--- src/logic/ats_map.svh ---
/*
 Register offsets, reset values and timing counts of the converter and
 touch screen control block. Assumes inclusion by bare name.
*/
`ifndef ATS_MAP_SVH
`define ATS_MAP_SVH

// Byte offsets on the register bus (one aligned word each)
`define ATS_OFF_CTRL     12'h000
`define ATS_OFF_TSC      12'h004
`define ATS_OFF_DAT0     12'h00C
`define ATS_OFF_DAT1     12'h010

// Reset values
`define ATS_CTRL_RST     16'h3FC4
`define ATS_TSC_RST      9'h058
`define ATS_DAT_RST      10'h000

// Converter clock cycles per conversion
`define ATS_CONV_TICKS   3'h5
`define ATS_TICK_ONE     3'h1

// Channel codes used by the position measurements
`define ATS_CHAN_YP      3'h5
`define ATS_CHAN_XP      3'h7

// Widths of the readable words
`define ATS_CTRL_W       16
`define ATS_TSC_W        9
`define ATS_DAT_W        10

`endif

--- src/logic/ats_pkg.sv ---
/*
 Types of the converter and touch screen control block: register field
 layouts, mode codes, sequencer states and the pad switch bundle.
 Assumes nothing of its surroundings.
*/
`default_nettype none

package ats_pkg;

    // Converter control register layout
    typedef struct packed {
        logic       done;
        logic       psc_en;
        logic [7:0] psc_val;
        logic [2:0] chan;
        logic       standby;
        logic       start_read;
        logic       start_en;
    } ats_ctrl_t;

    // Position select codes
    typedef enum logic [1:0] {
        ATS_POS_NOP  = 2'h0,
        ATS_POS_X    = 2'h1,
        ATS_POS_Y    = 2'h2,
        ATS_POS_WAIT = 2'h3
    } ats_pos_t;

    // Touch control register layout (switch bits as stored)
    typedef struct packed {
        logic     ud_sel;
        logic     ym_en;
        logic     yp_dis_n;
        logic     xm_en;
        logic     xp_dis_n;
        logic     pull_dis_n;
        logic     auto_seq;
        ats_pos_t pos;
    } ats_tsc_t;

    // Pad switch controls, high = switch closed
    typedef struct packed {
        logic xp_drive;
        logic xm_drive;
        logic yp_drive;
        logic ym_drive;
        logic xp_pullup;
    } ats_pads_t;

    // Sequencer states, one-hot
    typedef enum logic [2:0] {
        ATS_ST_IDLE = 3'h1,
        ATS_ST_CONV = 3'h2,
        ATS_ST_HOLD = 3'h4
    } ats_state_t;

endpackage : ats_pkg

`default_nettype wire

--- src/logic/ats_top.sv ---
/*
 Converter and touch screen control block: APB register slave, prescaler,
 conversion sequencer, pad switch control and interrupt pulses.
 Assumes an analog core that converts conv_channel on each conv_tick while
 conv_busy is high and presents its 10-bit code on conv_code by the fifth
 tick, and a stylus comparator level on stylus_down.
*/
// Overview of operation
// Select one of eight inputs; each result is a 10-bit code.
// Converter clock is source clock over prescale plus one; five cycles each.
// Software keeps the converter clock at or below 2.5 MHz.
// Pad switch control, converter interface and interrupt generation together.
// Normal conversion starts by control write, ends on result read then write.
// X mode stores result in first register, then raises interrupt.
// Y mode stores result in second register, then raises interrupt.
// Auto mode converts X then Y, one interrupt after both stores.
// Wait mode raises touch interrupt when the stylus goes down.
// Software writes 0xd3 to touch control to enter wait mode.
// Software leaves wait mode by setting position select to no operation.
// Standby bit 2 halts conversion, results keep their old data.
// Done flag at control bit 15 for polling or interrupt use.
// With start-on-read bit 1 set, each result read starts a conversion.
// Minus pads act as plain analog inputs without a touch screen.
// Channel field 5:3 selects inputs 0..3, then Y-, Y+, X-, X+.
// Prescaler divides only with bit 14 set; 8-bit value, resets to ones.
// Enable-start bit 0 starts and self-clears; ignored under start-on-read.
// Position codes: none, X, Y, wait for interrupt.
// Done flag sets on result store, clears when a conversion starts.
`timescale 1ns/1ps
`default_nettype none
`include "ats_map.svh"

module ats_top (
    // Clock and reset
    input  wire logic              pclk,
    input  wire logic              presetn,
    // APB slave
    input  wire logic              psel,
    input  wire logic              penable,
    input  wire logic              pwrite,
    input  wire logic [11:0]       paddr,
    input  wire logic [31:0]       pwdata,
    output logic [31:0]            prdata,
    output logic                   pready,
    output logic                   pslverr,
    // Analog converter core
    output logic                   conv_tick,
    output logic                   conv_busy,
    output logic [2:0]             conv_channel,
    input  wire logic [9:0]        conv_code,
    // Touch pads
    output ats_pkg::ats_pads_t     pads,
    input  wire logic              stylus_down,
    // Interrupt sources
    output logic                   conv_interrupt,
    output logic                   touch_interrupt
);

    // Decode of the register offsets
    function automatic logic [3:0] ats_decode(input logic [11:0] addr);
        ats_decode = {addr == `ATS_OFF_DAT1, addr == `ATS_OFF_DAT0,
                      addr == `ATS_OFF_TSC,  addr == `ATS_OFF_CTRL};
    endfunction

    // Register state
    ats_pkg::ats_ctrl_t  ctrl_q, ctrl_d;
    ats_pkg::ats_tsc_t   tsc_q, tsc_d;
    logic [9:0]          dat0_q, dat0_d;
    logic [9:0]          dat1_q, dat1_d;
    logic [31:0]         rdata_q, rdata_d;
    logic                err_q, err_d;

    // Sequencer state
    ats_pkg::ats_state_t state_q, state_d;
    logic [7:0]          psc_cnt_q, psc_cnt_d;
    logic [2:0]          tick_cnt_q, tick_cnt_d;
    logic                phase_y_q, phase_y_d;
    logic                rd_seen_q, rd_seen_d;
    logic                irq_q, irq_d;

    // Touch detection state
    logic                stylus_q;
    logic                touch_irq_q, touch_irq_d;
    ats_pkg::ats_pads_t  pads_q, pads_d;
    logic [2:0]          chan_q, chan_d;

    // Bus phases
    logic       setup;
    logic       access;
    logic       wr;
    logic       rd;
    logic [3:0] hit;
    logic       start;
    logic       finish;
    logic       axis_y;
    logic       axis_on;

    // Control word as written, field by field
    ats_pkg::ats_ctrl_t  wctl;
    assign wctl = pwdata[`ATS_CTRL_W-1:0];

    assign setup  = psel & ~penable;
    assign access = psel & penable;
    assign wr     = access & pwrite & ~err_q;
    assign rd     = access & ~pwrite & ~err_q;
    assign hit    = ats_decode(paddr);

    // Slave always answers in the access cycle
    assign pready  = access;
    assign pslverr = access & err_q;
    assign prdata  = rdata_q;

    // Start sources, both blocked in standby
    always_comb begin
        start = 1'b0;
        if (ctrl_q.start_read && !ctrl_q.standby) begin
            start = rd & (hit[2] | hit[3]);
        end
        // Written word decides, so one write may leave standby and start
        if (wr && hit[0] && wctl.start_en && !wctl.start_read && !wctl.standby) begin
            start = 1'b1;
        end
    end

    // Final converter tick of a conversion
    assign finish = (state_q == ats_pkg::ATS_ST_CONV) & conv_tick
                    & (tick_cnt_q == `ATS_CONV_TICKS);

    // Axis of the current measurement
    assign axis_on = tsc_q.auto_seq | (tsc_q.pos == ats_pkg::ATS_POS_X)
                     | (tsc_q.pos == ats_pkg::ATS_POS_Y);
    assign axis_y  = tsc_q.auto_seq ? phase_y_q
                     : (tsc_q.pos == ats_pkg::ATS_POS_Y);

    // Register file next values and read data capture
    always_comb begin
        ctrl_d          = ctrl_q;
        tsc_d           = tsc_q;
        dat0_d          = dat0_q;
        dat1_d          = dat1_q;
        rdata_d         = rdata_q;
        err_d           = err_q;
        ctrl_d.start_en = 1'b0;
        if (setup) begin
            err_d   = ~|hit;
            rdata_d = 32'h0000_0000;
            unique case (1'b1)
                hit[0]:  rdata_d[`ATS_CTRL_W-1:0] = ctrl_q;
                hit[1]:  rdata_d[`ATS_TSC_W-1:0]  = tsc_q;
                hit[2]:  rdata_d[`ATS_DAT_W-1:0]  = dat0_q;
                hit[3]:  rdata_d[`ATS_DAT_W-1:0]  = dat1_q;
                default: rdata_d = 32'h0000_0000;
            endcase
        end
        if (wr && hit[0]) begin
            ctrl_d.psc_en     = wctl.psc_en;
            ctrl_d.psc_val    = wctl.psc_val;
            ctrl_d.chan       = wctl.chan;
            ctrl_d.standby    = wctl.standby;
            ctrl_d.start_read = wctl.start_read;
        end
        if (wr && hit[1]) begin
            tsc_d = pwdata[`ATS_TSC_W-1:0];
        end
        // Results land only from the converter
        if (finish) begin
            if (axis_on && axis_y) begin
                dat1_d = conv_code;
            end else begin
                dat0_d = conv_code;
            end
        end
        // Done flag: last store of a sequence sets, start clears
        if (start) begin
            ctrl_d.done = 1'b0;
        end
        if (finish && !(tsc_q.auto_seq && !phase_y_q)) begin
            ctrl_d.done = 1'b1;
        end
    end

    always_ff @(posedge pclk or negedge presetn) begin
        if (!presetn) begin
            ctrl_q  <= `ATS_CTRL_RST;
            tsc_q   <= `ATS_TSC_RST;
            dat0_q  <= `ATS_DAT_RST;
            dat1_q  <= `ATS_DAT_RST;
            rdata_q <= 32'h0000_0000;
            err_q   <= 1'b0;
        end else begin
            ctrl_q  <= ctrl_d;
            tsc_q   <= tsc_d;
            dat0_q  <= dat0_d;
            dat1_q  <= dat1_d;
            rdata_q <= rdata_d;
            err_q   <= err_d;
        end
    end

    // Converter clock: one tick every prescale value plus one cycles
    assign conv_tick = ctrl_q.psc_en & (state_q == ats_pkg::ATS_ST_CONV)
                       & (psc_cnt_q == ctrl_q.psc_val)
                       & ~ctrl_q.standby;
    assign conv_busy = (state_q == ats_pkg::ATS_ST_CONV);

    // Sequencer next state
    always_comb begin
        state_d    = state_q;
        psc_cnt_d  = psc_cnt_q;
        tick_cnt_d = tick_cnt_q;
        phase_y_d  = phase_y_q;
        rd_seen_d  = rd_seen_q;
        irq_d      = 1'b0;
        // Prescaler count, held while disabled
        if (state_q == ats_pkg::ATS_ST_CONV && ctrl_q.psc_en) begin
            psc_cnt_d = conv_tick ? 8'h00 : psc_cnt_q + 8'h01;
        end
        if (conv_tick) begin
            tick_cnt_d = tick_cnt_q + `ATS_TICK_ONE;
        end
        unique case (state_q)
            ats_pkg::ATS_ST_IDLE: begin
                if (start) begin
                    state_d = ats_pkg::ATS_ST_CONV;
                end
            end
            ats_pkg::ATS_ST_CONV: begin
                if (finish) begin
                    tick_cnt_d = `ATS_TICK_ONE;
                    psc_cnt_d  = 8'h00;
                    if (tsc_q.auto_seq && !phase_y_q) begin
                        phase_y_d = 1'b1;
                    end else begin
                        phase_y_d = 1'b0;
                        irq_d     = 1'b1;
                        rd_seen_d = 1'b0;
                        state_d   = ats_pkg::ATS_ST_HOLD;
                    end
                end
            end
            ats_pkg::ATS_ST_HOLD: begin
                // Result held until first result is read, then written
                if (rd && hit[2]) begin
                    rd_seen_d = 1'b1;
                end
                if (wr && hit[2] && rd_seen_q) begin
                    state_d = ats_pkg::ATS_ST_IDLE;
                end
                if (start) begin
                    state_d = ats_pkg::ATS_ST_CONV;
                end
            end
        endcase
        if (start) begin
            psc_cnt_d  = 8'h00;
            tick_cnt_d = `ATS_TICK_ONE;
            phase_y_d  = 1'b0;
        end
        // Standby halts any conversion in flight
        if (ctrl_q.standby && state_q == ats_pkg::ATS_ST_CONV) begin
            state_d   = ats_pkg::ATS_ST_IDLE;
            phase_y_d = 1'b0;
        end
    end

    always_ff @(posedge pclk or negedge presetn) begin
        if (!presetn) begin
            state_q    <= ats_pkg::ATS_ST_IDLE;
            psc_cnt_q  <= 8'h00;
            tick_cnt_q <= `ATS_TICK_ONE;
            phase_y_q  <= 1'b0;
            rd_seen_q  <= 1'b0;
            irq_q      <= 1'b0;
        end else begin
            state_q    <= state_d;
            psc_cnt_q  <= psc_cnt_d;
            tick_cnt_q <= tick_cnt_d;
            phase_y_q  <= phase_y_d;
            rd_seen_q  <= rd_seen_d;
            irq_q      <= irq_d;
        end
    end

    assign conv_interrupt = irq_q;

    // Pad switches, channel and touch detection
    always_comb begin
        pads_d      = '0;
        chan_d      = ctrl_q.chan;
        touch_irq_d = 1'b0;
        if (axis_on && !axis_y) begin
            pads_d.xp_drive = 1'b1;
            pads_d.xm_drive = 1'b1;
            chan_d          = `ATS_CHAN_YP;
        end else if (axis_on) begin
            pads_d.yp_drive = 1'b1;
            pads_d.ym_drive = 1'b1;
            chan_d          = `ATS_CHAN_XP;
        end else begin
            // Minus pads float unless enabled, free as analog inputs
            pads_d.xp_drive  = ~tsc_q.xp_dis_n;
            pads_d.xm_drive  = tsc_q.xm_en;
            pads_d.yp_drive  = ~tsc_q.yp_dis_n;
            pads_d.ym_drive  = tsc_q.ym_en;
            pads_d.xp_pullup = ~tsc_q.pull_dis_n;
        end
        // Edge toward the selected stylus level
        if (tsc_q.pos == ats_pkg::ATS_POS_WAIT && !tsc_q.auto_seq) begin
            touch_irq_d = tsc_q.ud_sel ? (stylus_q & ~stylus_down)
                                       : (~stylus_q & stylus_down);
        end
    end

    always_ff @(posedge pclk or negedge presetn) begin
        if (!presetn) begin
            pads_q      <= '0;
            chan_q      <= 3'h0;
            stylus_q    <= 1'b0;
            touch_irq_q <= 1'b0;
        end else begin
            pads_q      <= pads_d;
            chan_q      <= chan_d;
            stylus_q    <= stylus_down;
            touch_irq_q <= touch_irq_d;
        end
    end

    assign pads            = pads_q;
    assign conv_channel    = chan_q;
    assign touch_interrupt = touch_irq_q;

endmodule // ats_top

`default_nettype wire

--- config.mk ---
export PLATFORM = sky130hd
export DESIGN_NAME = ats_top
export DESIGN_NICKNAME = d
export VERILOG_FILES = /design/src/logic/ats_pkg.sv /design/src/logic/ats_top.sv
export VERILOG_INCLUDE_DIRS = /design/src /design/src/logic
export SDC_FILE = /design/constraint.sdc
export NUM_CORES = 1
export LEC_CHECK = 0
export ABC_CLOCK_PERIOD_IN_PS = 2500
export BUFFER_PORTS_ARGS = -buffer_cell sky130_fd_sc_hd__buf_2
export CAP_MARGIN = 0
export CORE_MARGIN = 5
export CORE_UTILIZATION = 53
export DETAILED_ROUTE_END_ITERATION = 10
export PLACE_DENSITY = 0.83
export SLEW_MARGIN = 20
export SYNTH_ARGS = -nofsm -noshare
export SYNTH_HDL_FRONTEND = slang
export SYNTH_SLANG_ARGS = --single-unit
--- constraint.sdc ---
create_clock -name pclk -period 2.5 [get_ports pclk]
set_input_delay 0.125 -clock pclk [delete_from_list [all_inputs] [get_ports pclk]]
set_output_delay 0.125 -clock pclk [all_outputs]
set_load 0.03 [all_outputs]
* Yosys cells after proc, flatten, opt, wreduce, memory -nomap -nowiden
Cells that the tools add are included.
** Storage, ports and cells
- Flip-flop bits (word level) :: 88
- Bits in latches :: 0
- Bits in writable memories :: 0
- ROM bits :: 0
- Input bits :: 60
- Output and inout port bits :: 46
- Word-level logic and storage cells :: 160
- Memories :: 0
** Operators by class
- $add $sub $neg :: 2
- Multiply operators :: 0
- Div/mod/pow operators :: 0
- Magnitude comparators :: 0
- Equality and inequality tests :: 18
- Shift-type cells :: 0
- Mux-type cells :: 45
- Bitwise logic cells :: 28
- Reductions and logical operators :: 35
** Operator list (count)
- 2-to-1 mux 8 bit :: 5
- 2-to-1 mux 3 bit :: 13
- case mux 9 bit (4 select lines) :: 1
- 2-to-1 mux 1 bit :: 19
- logical AND 1 bit :: 16
- bitwise AND 1 bit :: 15
- == test 12 x 3 -> 1 bit (second input constant) :: 1
- == test 12 x 4 -> 1 bit (second input constant) :: 1
- == test 12 x 5 -> 1 bit (second input constant) :: 1
- logical NOT 12 bit :: 1
- NOT 1 bit :: 10
- case mux 3 bit (3 select lines) :: 1
- adder 8 x 1 -> 8 bit (second input constant) :: 1
- == test 8 bit :: 1
- logical NOT 1 bit :: 8
- AND reduction 4 bit :: 2
- == test 3 bit (second input constant) :: 2
- 2-to-1 mux 2 bit :: 3
- 2-to-1 mux 6 bit :: 1
- AND reduction 2 bit :: 3
- nonzero test 3 bit :: 2
- == test 2 bit (second input constant) :: 2
- inequality test 2 bit (second input constant) :: 2
- inequality test 4 bit (second input constant) :: 1
- 13 further kinds :: 16

* Depth between registers and ports, before layout
- Word-level depth :: 11
- Mapped depth :: 7
- Mapped depth without buffers :: 6

* Worst setup path before layout
Ideal clock, no wire load.
- Path kind :: register to register
- Start point :: register ctrl_q[12] in the netlist's numbering
- End point :: register dat0_q[0]
- Setup time :: 0.125 ns
- Arrival time :: 1.883 ns
- Required time :: 2.375 ns
- Slack :: 0.492 ns
- Cell stages (with the launch flop) :: 7
- Path buffers :: 1
- Clock period less this slack :: 2.008 ns
- Path through :: dfstp_2 xor2_1 nor4_2 nand3_1 or3_1 buf_6 mux2_4
** On the way
- Word-level cells in the longest chain between the ends :: 6
** Ends and longest elaborated chain
- start, declared :: RTL line ats_top.sv:66 : ats_pkg::ats_ctrl_t ctrl_q, ctrl_d;
- start signal, assigned :: RTL line ats_top.sv:184 : ctrl_q <= `ATS_CTRL_RST;
- start signal, assigned :: RTL line ats_top.sv:191 : ctrl_q <= ctrl_d;
- == test 8 bit :: RTL line ats_top.sv:202 : & (psc_cnt_q == ctrl_q.psc_val)
- bitwise AND 1 bit :: RTL line ats_top.sv:202
- bitwise AND 1 bit :: RTL line ats_top.sv:203 : & ~ctrl_q.standby;
- bitwise AND 1 bit (2 in a row) :: RTL line ats_top.sv:126 : assign finish = (state_q == ats_pkg::ATS_ST_CONV) & conv_tick
- AND reduction 2 bit (no source line)
- end signal, assigned :: RTL line ats_top.sv:186 : dat0_q <= `ATS_DAT_RST;
- end signal, assigned :: RTL line ats_top.sv:193 : dat0_q <= dat0_d;
- end, declared :: RTL line ats_top.sv:68 : logic [9:0] dat0_q, dat0_d;
Every way passes these cells.
A chain may end at the register's enable or synchronous reset.

* Worst setup path after layout
- Start point :: register ctrl_q[8] in the netlist's numbering
- End point :: register dat0_q[6]
The elaborated chain is that of the path after synthesis.

==> flow_summary.yaml <==
status:
  status: "finished, final reports clean"
synthesis:
  ys_seq_area_share_pct: 52.27
  synth_area_um2: 4247
  ys_seq_elements: 88
  synth_top_flop_cell: "dfrtp_1"
  syn_avg_cell_area_um2: 11.57
  synth_cells: 367
  synth-async-reset-ratio_pct: 100.0
  yosysWarningCount: 0
  synth_edf_count: 0
  yosysUniqueCellTypes: 55
sta:
  fin_skew_ns: 0.01466
  fmax_ghz: 0.4401
  slew_headroom_pct: 30.99
  holdWs_ns: 0.01140
  fin_crit_sh_pct: 90.88
  setup-violations-final: 0
  finalMaxSlewViolations: 0
  setup-tns-final_ns: 0
  hold_viol: 0
  tightest_slew_ns: 1.027
  grt_setup_unrepaired: "false"
  period_minus_slack_ns: 2.272
layout:
  antenna_cells: 0
  multi_input_area_um2: 1876
  syn2layout_area_growth_pct: 17.09
  drive_above_1_share_pct: 37.80
  fin_nets: 513
  final-seq-area_um2: 2220
  nFillCells: 626
worst_setup_path:
  crit_type: "flop to flop"
  crit_end: "dat0_q[6]"
  crit_path_end_kind: "flop"
  crit_fanout: 10
  r2r-start: "ctrl_q[8]"
  reg2reg_depth: 6
  cp.arrival_ns: 2.51
  r2r_end: "dat0_q[6]"
  startpoint: "ctrl_q[8]"
  cp.required_ns: 2.74
  startpoint_type: "flop"
  rrSetupSlack_ns: 0.23
route:
  wl_um: 9715
  drt-initial-drc-count: 193
  drtAntennaViolNets: 0
  via_per_inst: 5.614
  via_count: 3127
  dr.pass1.iters: 5
  post_drt_wl_per_cell_um: 17.44
  post-route-drc-count: 0
die:
  num_io_pins: 106
  coreArea_um2: 7767
  start_util_pct: 54.67
  die_w_um: 99.51
  dieArea_um2: 9902
  fp.dieH_um: 99.51
  row_count: 32
clocking:
  clockBufferDepth: 2
  numClockSinks: 88
  cts_resized: 0
  ctsRootBufferMaster: "clkbuf_8"
  path_clk_slew_ns: 0.09
  clkLatencyLatePin_ns: 0.36
  cts_tree: "built"
  ctsHtreeMaxLevel: 3
  post_cts_buffers: 0
  cts_hold_buffers: 6
  cts_made_buffers: 9
pwr:
  netSwitchingFraction_pct: 23.56
  p_switching_mw: 0.6453
  p_int_mw: 2.094
  p_comb_share_pct: 5.9
  power_frac_seq_pct: 52.5
  clkPwrFrac_pct: 41.6
  power_density_nw_per_um2: 551.0
  vdd_drop_max_v: 0.0004102
  power_leakage_nw: 2.467
place:
  place.gp.congestion: 0.7899
  dp_hpwl_um: 7015
  io_buffers: 72
min_path:
  hold_path.class: "primary input to flop"
  min_from: "pwdata[9]"
global_route:
  gr-total-overflow: 0
  grt_use_total_pct: 20.76
  first_global_vias: 3252
  grt_pass1_wl_um: 16470
  antenna_found_initial: 0
  grt_max_degree: 78
flow_run:
  maxCapViolCount: 0
Yosys cell counts (2+ instances only):
| cell | count | area (um2) |
|---|---|---|
| nand4bb_1 | 2 | 22.52 |
| buf_4 | 16 | 120.1 |
| a21oi_1 | 6 | 30.03 |
| and3_1 | 2 | 12.51 |
| mux2_4 | 10 | 150.1 |
| ha_1 | 3 | 37.54 |
| o21ai_0 | 25 | 125.1 |
| or4_1 | 3 | 22.52 |
| nor3b_1 | 5 | 37.54 |
| nor4b_1 | 2 | 17.52 |
| inv_1 | 5 | 18.77 |
| a31oi_1 | 2 | 12.51 |
| nor2_1 | 18 | 67.56 |
| mux2_2 | 41 | 461.7 |
| nor4_1 | 3 | 18.77 |
| nor4_4 | 2 | 42.54 |
| nor3_1 | 8 | 40.04 |
| nand3_1 | 10 | 50.05 |
| xor2_1 | 12 | 105.1 |
| clkbuf_1 | 7 | 26.28 |
| buf_2 | 4 | 20.02 |
| a222oi_1 | 8 | 80.08 |
| and2_1 | 3 | 18.77 |
| xnor2_1 | 3 | 26.28 |
| dfstp_2 | 14 | 367.9 |
| buf_6 | 2 | 22.52 |
| nand2_1 | 44 | 165.2 |
| dfrtp_1 | 74 | 1852 |
| mux2i_1 | 2 | 20.02 |
| nand2_2 | 2 | 12.51 |
| nand2b_1 | 2 | 12.51 |
| nor2b_1 | 4 | 25.02 |
layer usage:
| metal | wire length [um] | up-vias | global-route usage [%] |
|---|---|---|---|
| li1 | - | 1443 | - |
| met1 | 3911 | 1553 | 25.99 |
| met2 | 5069 | 118 | 36.83 |
| met3 | 615 | 13 | 4.488 |
| met4 | 119 | 0 | 4.727 |
| met5 | 0 | - | 0 |
how the worst min path moves through the flow:
stage / endpoint / slack, ns / depth (start not counted)
2_1_floorplan: conv_channel[0] / -0.17 / 0
3_3_place_gp: prdata[10] / -0.03 / 1
3_5_place_dp: prdata[10] / -0.02 / 1
4_1_cts: dat0_q[5] / 0.001 / 2
5_1_grt: dat0_q[8] / 0.001 / 2
6_report: ctrl_q[9] / 0.01 / 2
cell type report:
type / count / area share (%)
sequential: 88 / 44.64
multi-input combinational: 260 / 37.72
timing repair buffer: 86 / 9.965
clock buffer: 10 / 2.768
tap: 102 / 2.567
clock inverter: 6 / 1.963
inverter: 5 / 0.3775
registers in the layout (all words and copies together), names as in the netlist, 5 cells and up:
name and cells:
prdata 16, ctrl_q 15, dat0_q 10, dat1_q 10, tsc_q 9, psc_cnt_q 8, pads 5
kinds of logic (layout without fill, tap and decap cells):
group,after synthesis,count (layout),share of synthesized area (%)
buffers and inverters,34,107,4.891
adders and majority gates,3,3,0.8840
and+or+nand+nor,124,124,16.53
AOI/OAI and AO/OA,49,49,7.366
DFF,88,88,52.27
other,1,16,0.08831
xor gates and xnor gates,15,15,3.094
muxes,53,53,14.88
critical path, cell delays in order, from the launching register on:
cell and delay (ns):
dfstp_2 0.57, xor2_1 0.11, nor4_2 0.32, nand3_1 0.21
or3_1 0.41, buf_4 0.22, mux2_4 0.31
stage by stage:
stage,power (mW),area [um2],instances,setup WS [ns],util [%]
after global routing,2.846,4972,557,0.1712,64.01
after floorplan,1.556,4303,382,0.4924,-
final,2.740,4972,557,0.2279,64.01
after global placement,1.616,4677,535,0.3476,60.21
after detailed placement,1.621,4677,535,0.2285,60.21
after CTS,2.761,4972,557,0.2515,64.01
power by group through the flow:
stage	registers, mW	logic [mW]	clock network (mW)
after floorplan	1.46	0.0920	0
after global placement	1.46	0.152	0
after detailed placement	1.47	0.156	0
after CTS	1.44	0.164	1.16
after global routing	1.44	0.179	1.23
final	1.44	0.162	1.14
cells in the final DEF, fill, tap and decap left out, drive strengths merged, types with 10 or more instances in the layout:
| cell type | count |
|---|---|
| buf | 80 |
| dfrtp | 74 |
| mux2 | 51 |
| nand2 | 46 |
| o21ai | 25 |
| nor2 | 18 |
| conb | 16 |
| dfstp | 14 |
| xor2 | 12 |
| nand3 | 10 |
| clkbuf | 10 |
| nor3 | 10 |
No activity file was read; power rests on OpenSTA's default activity.
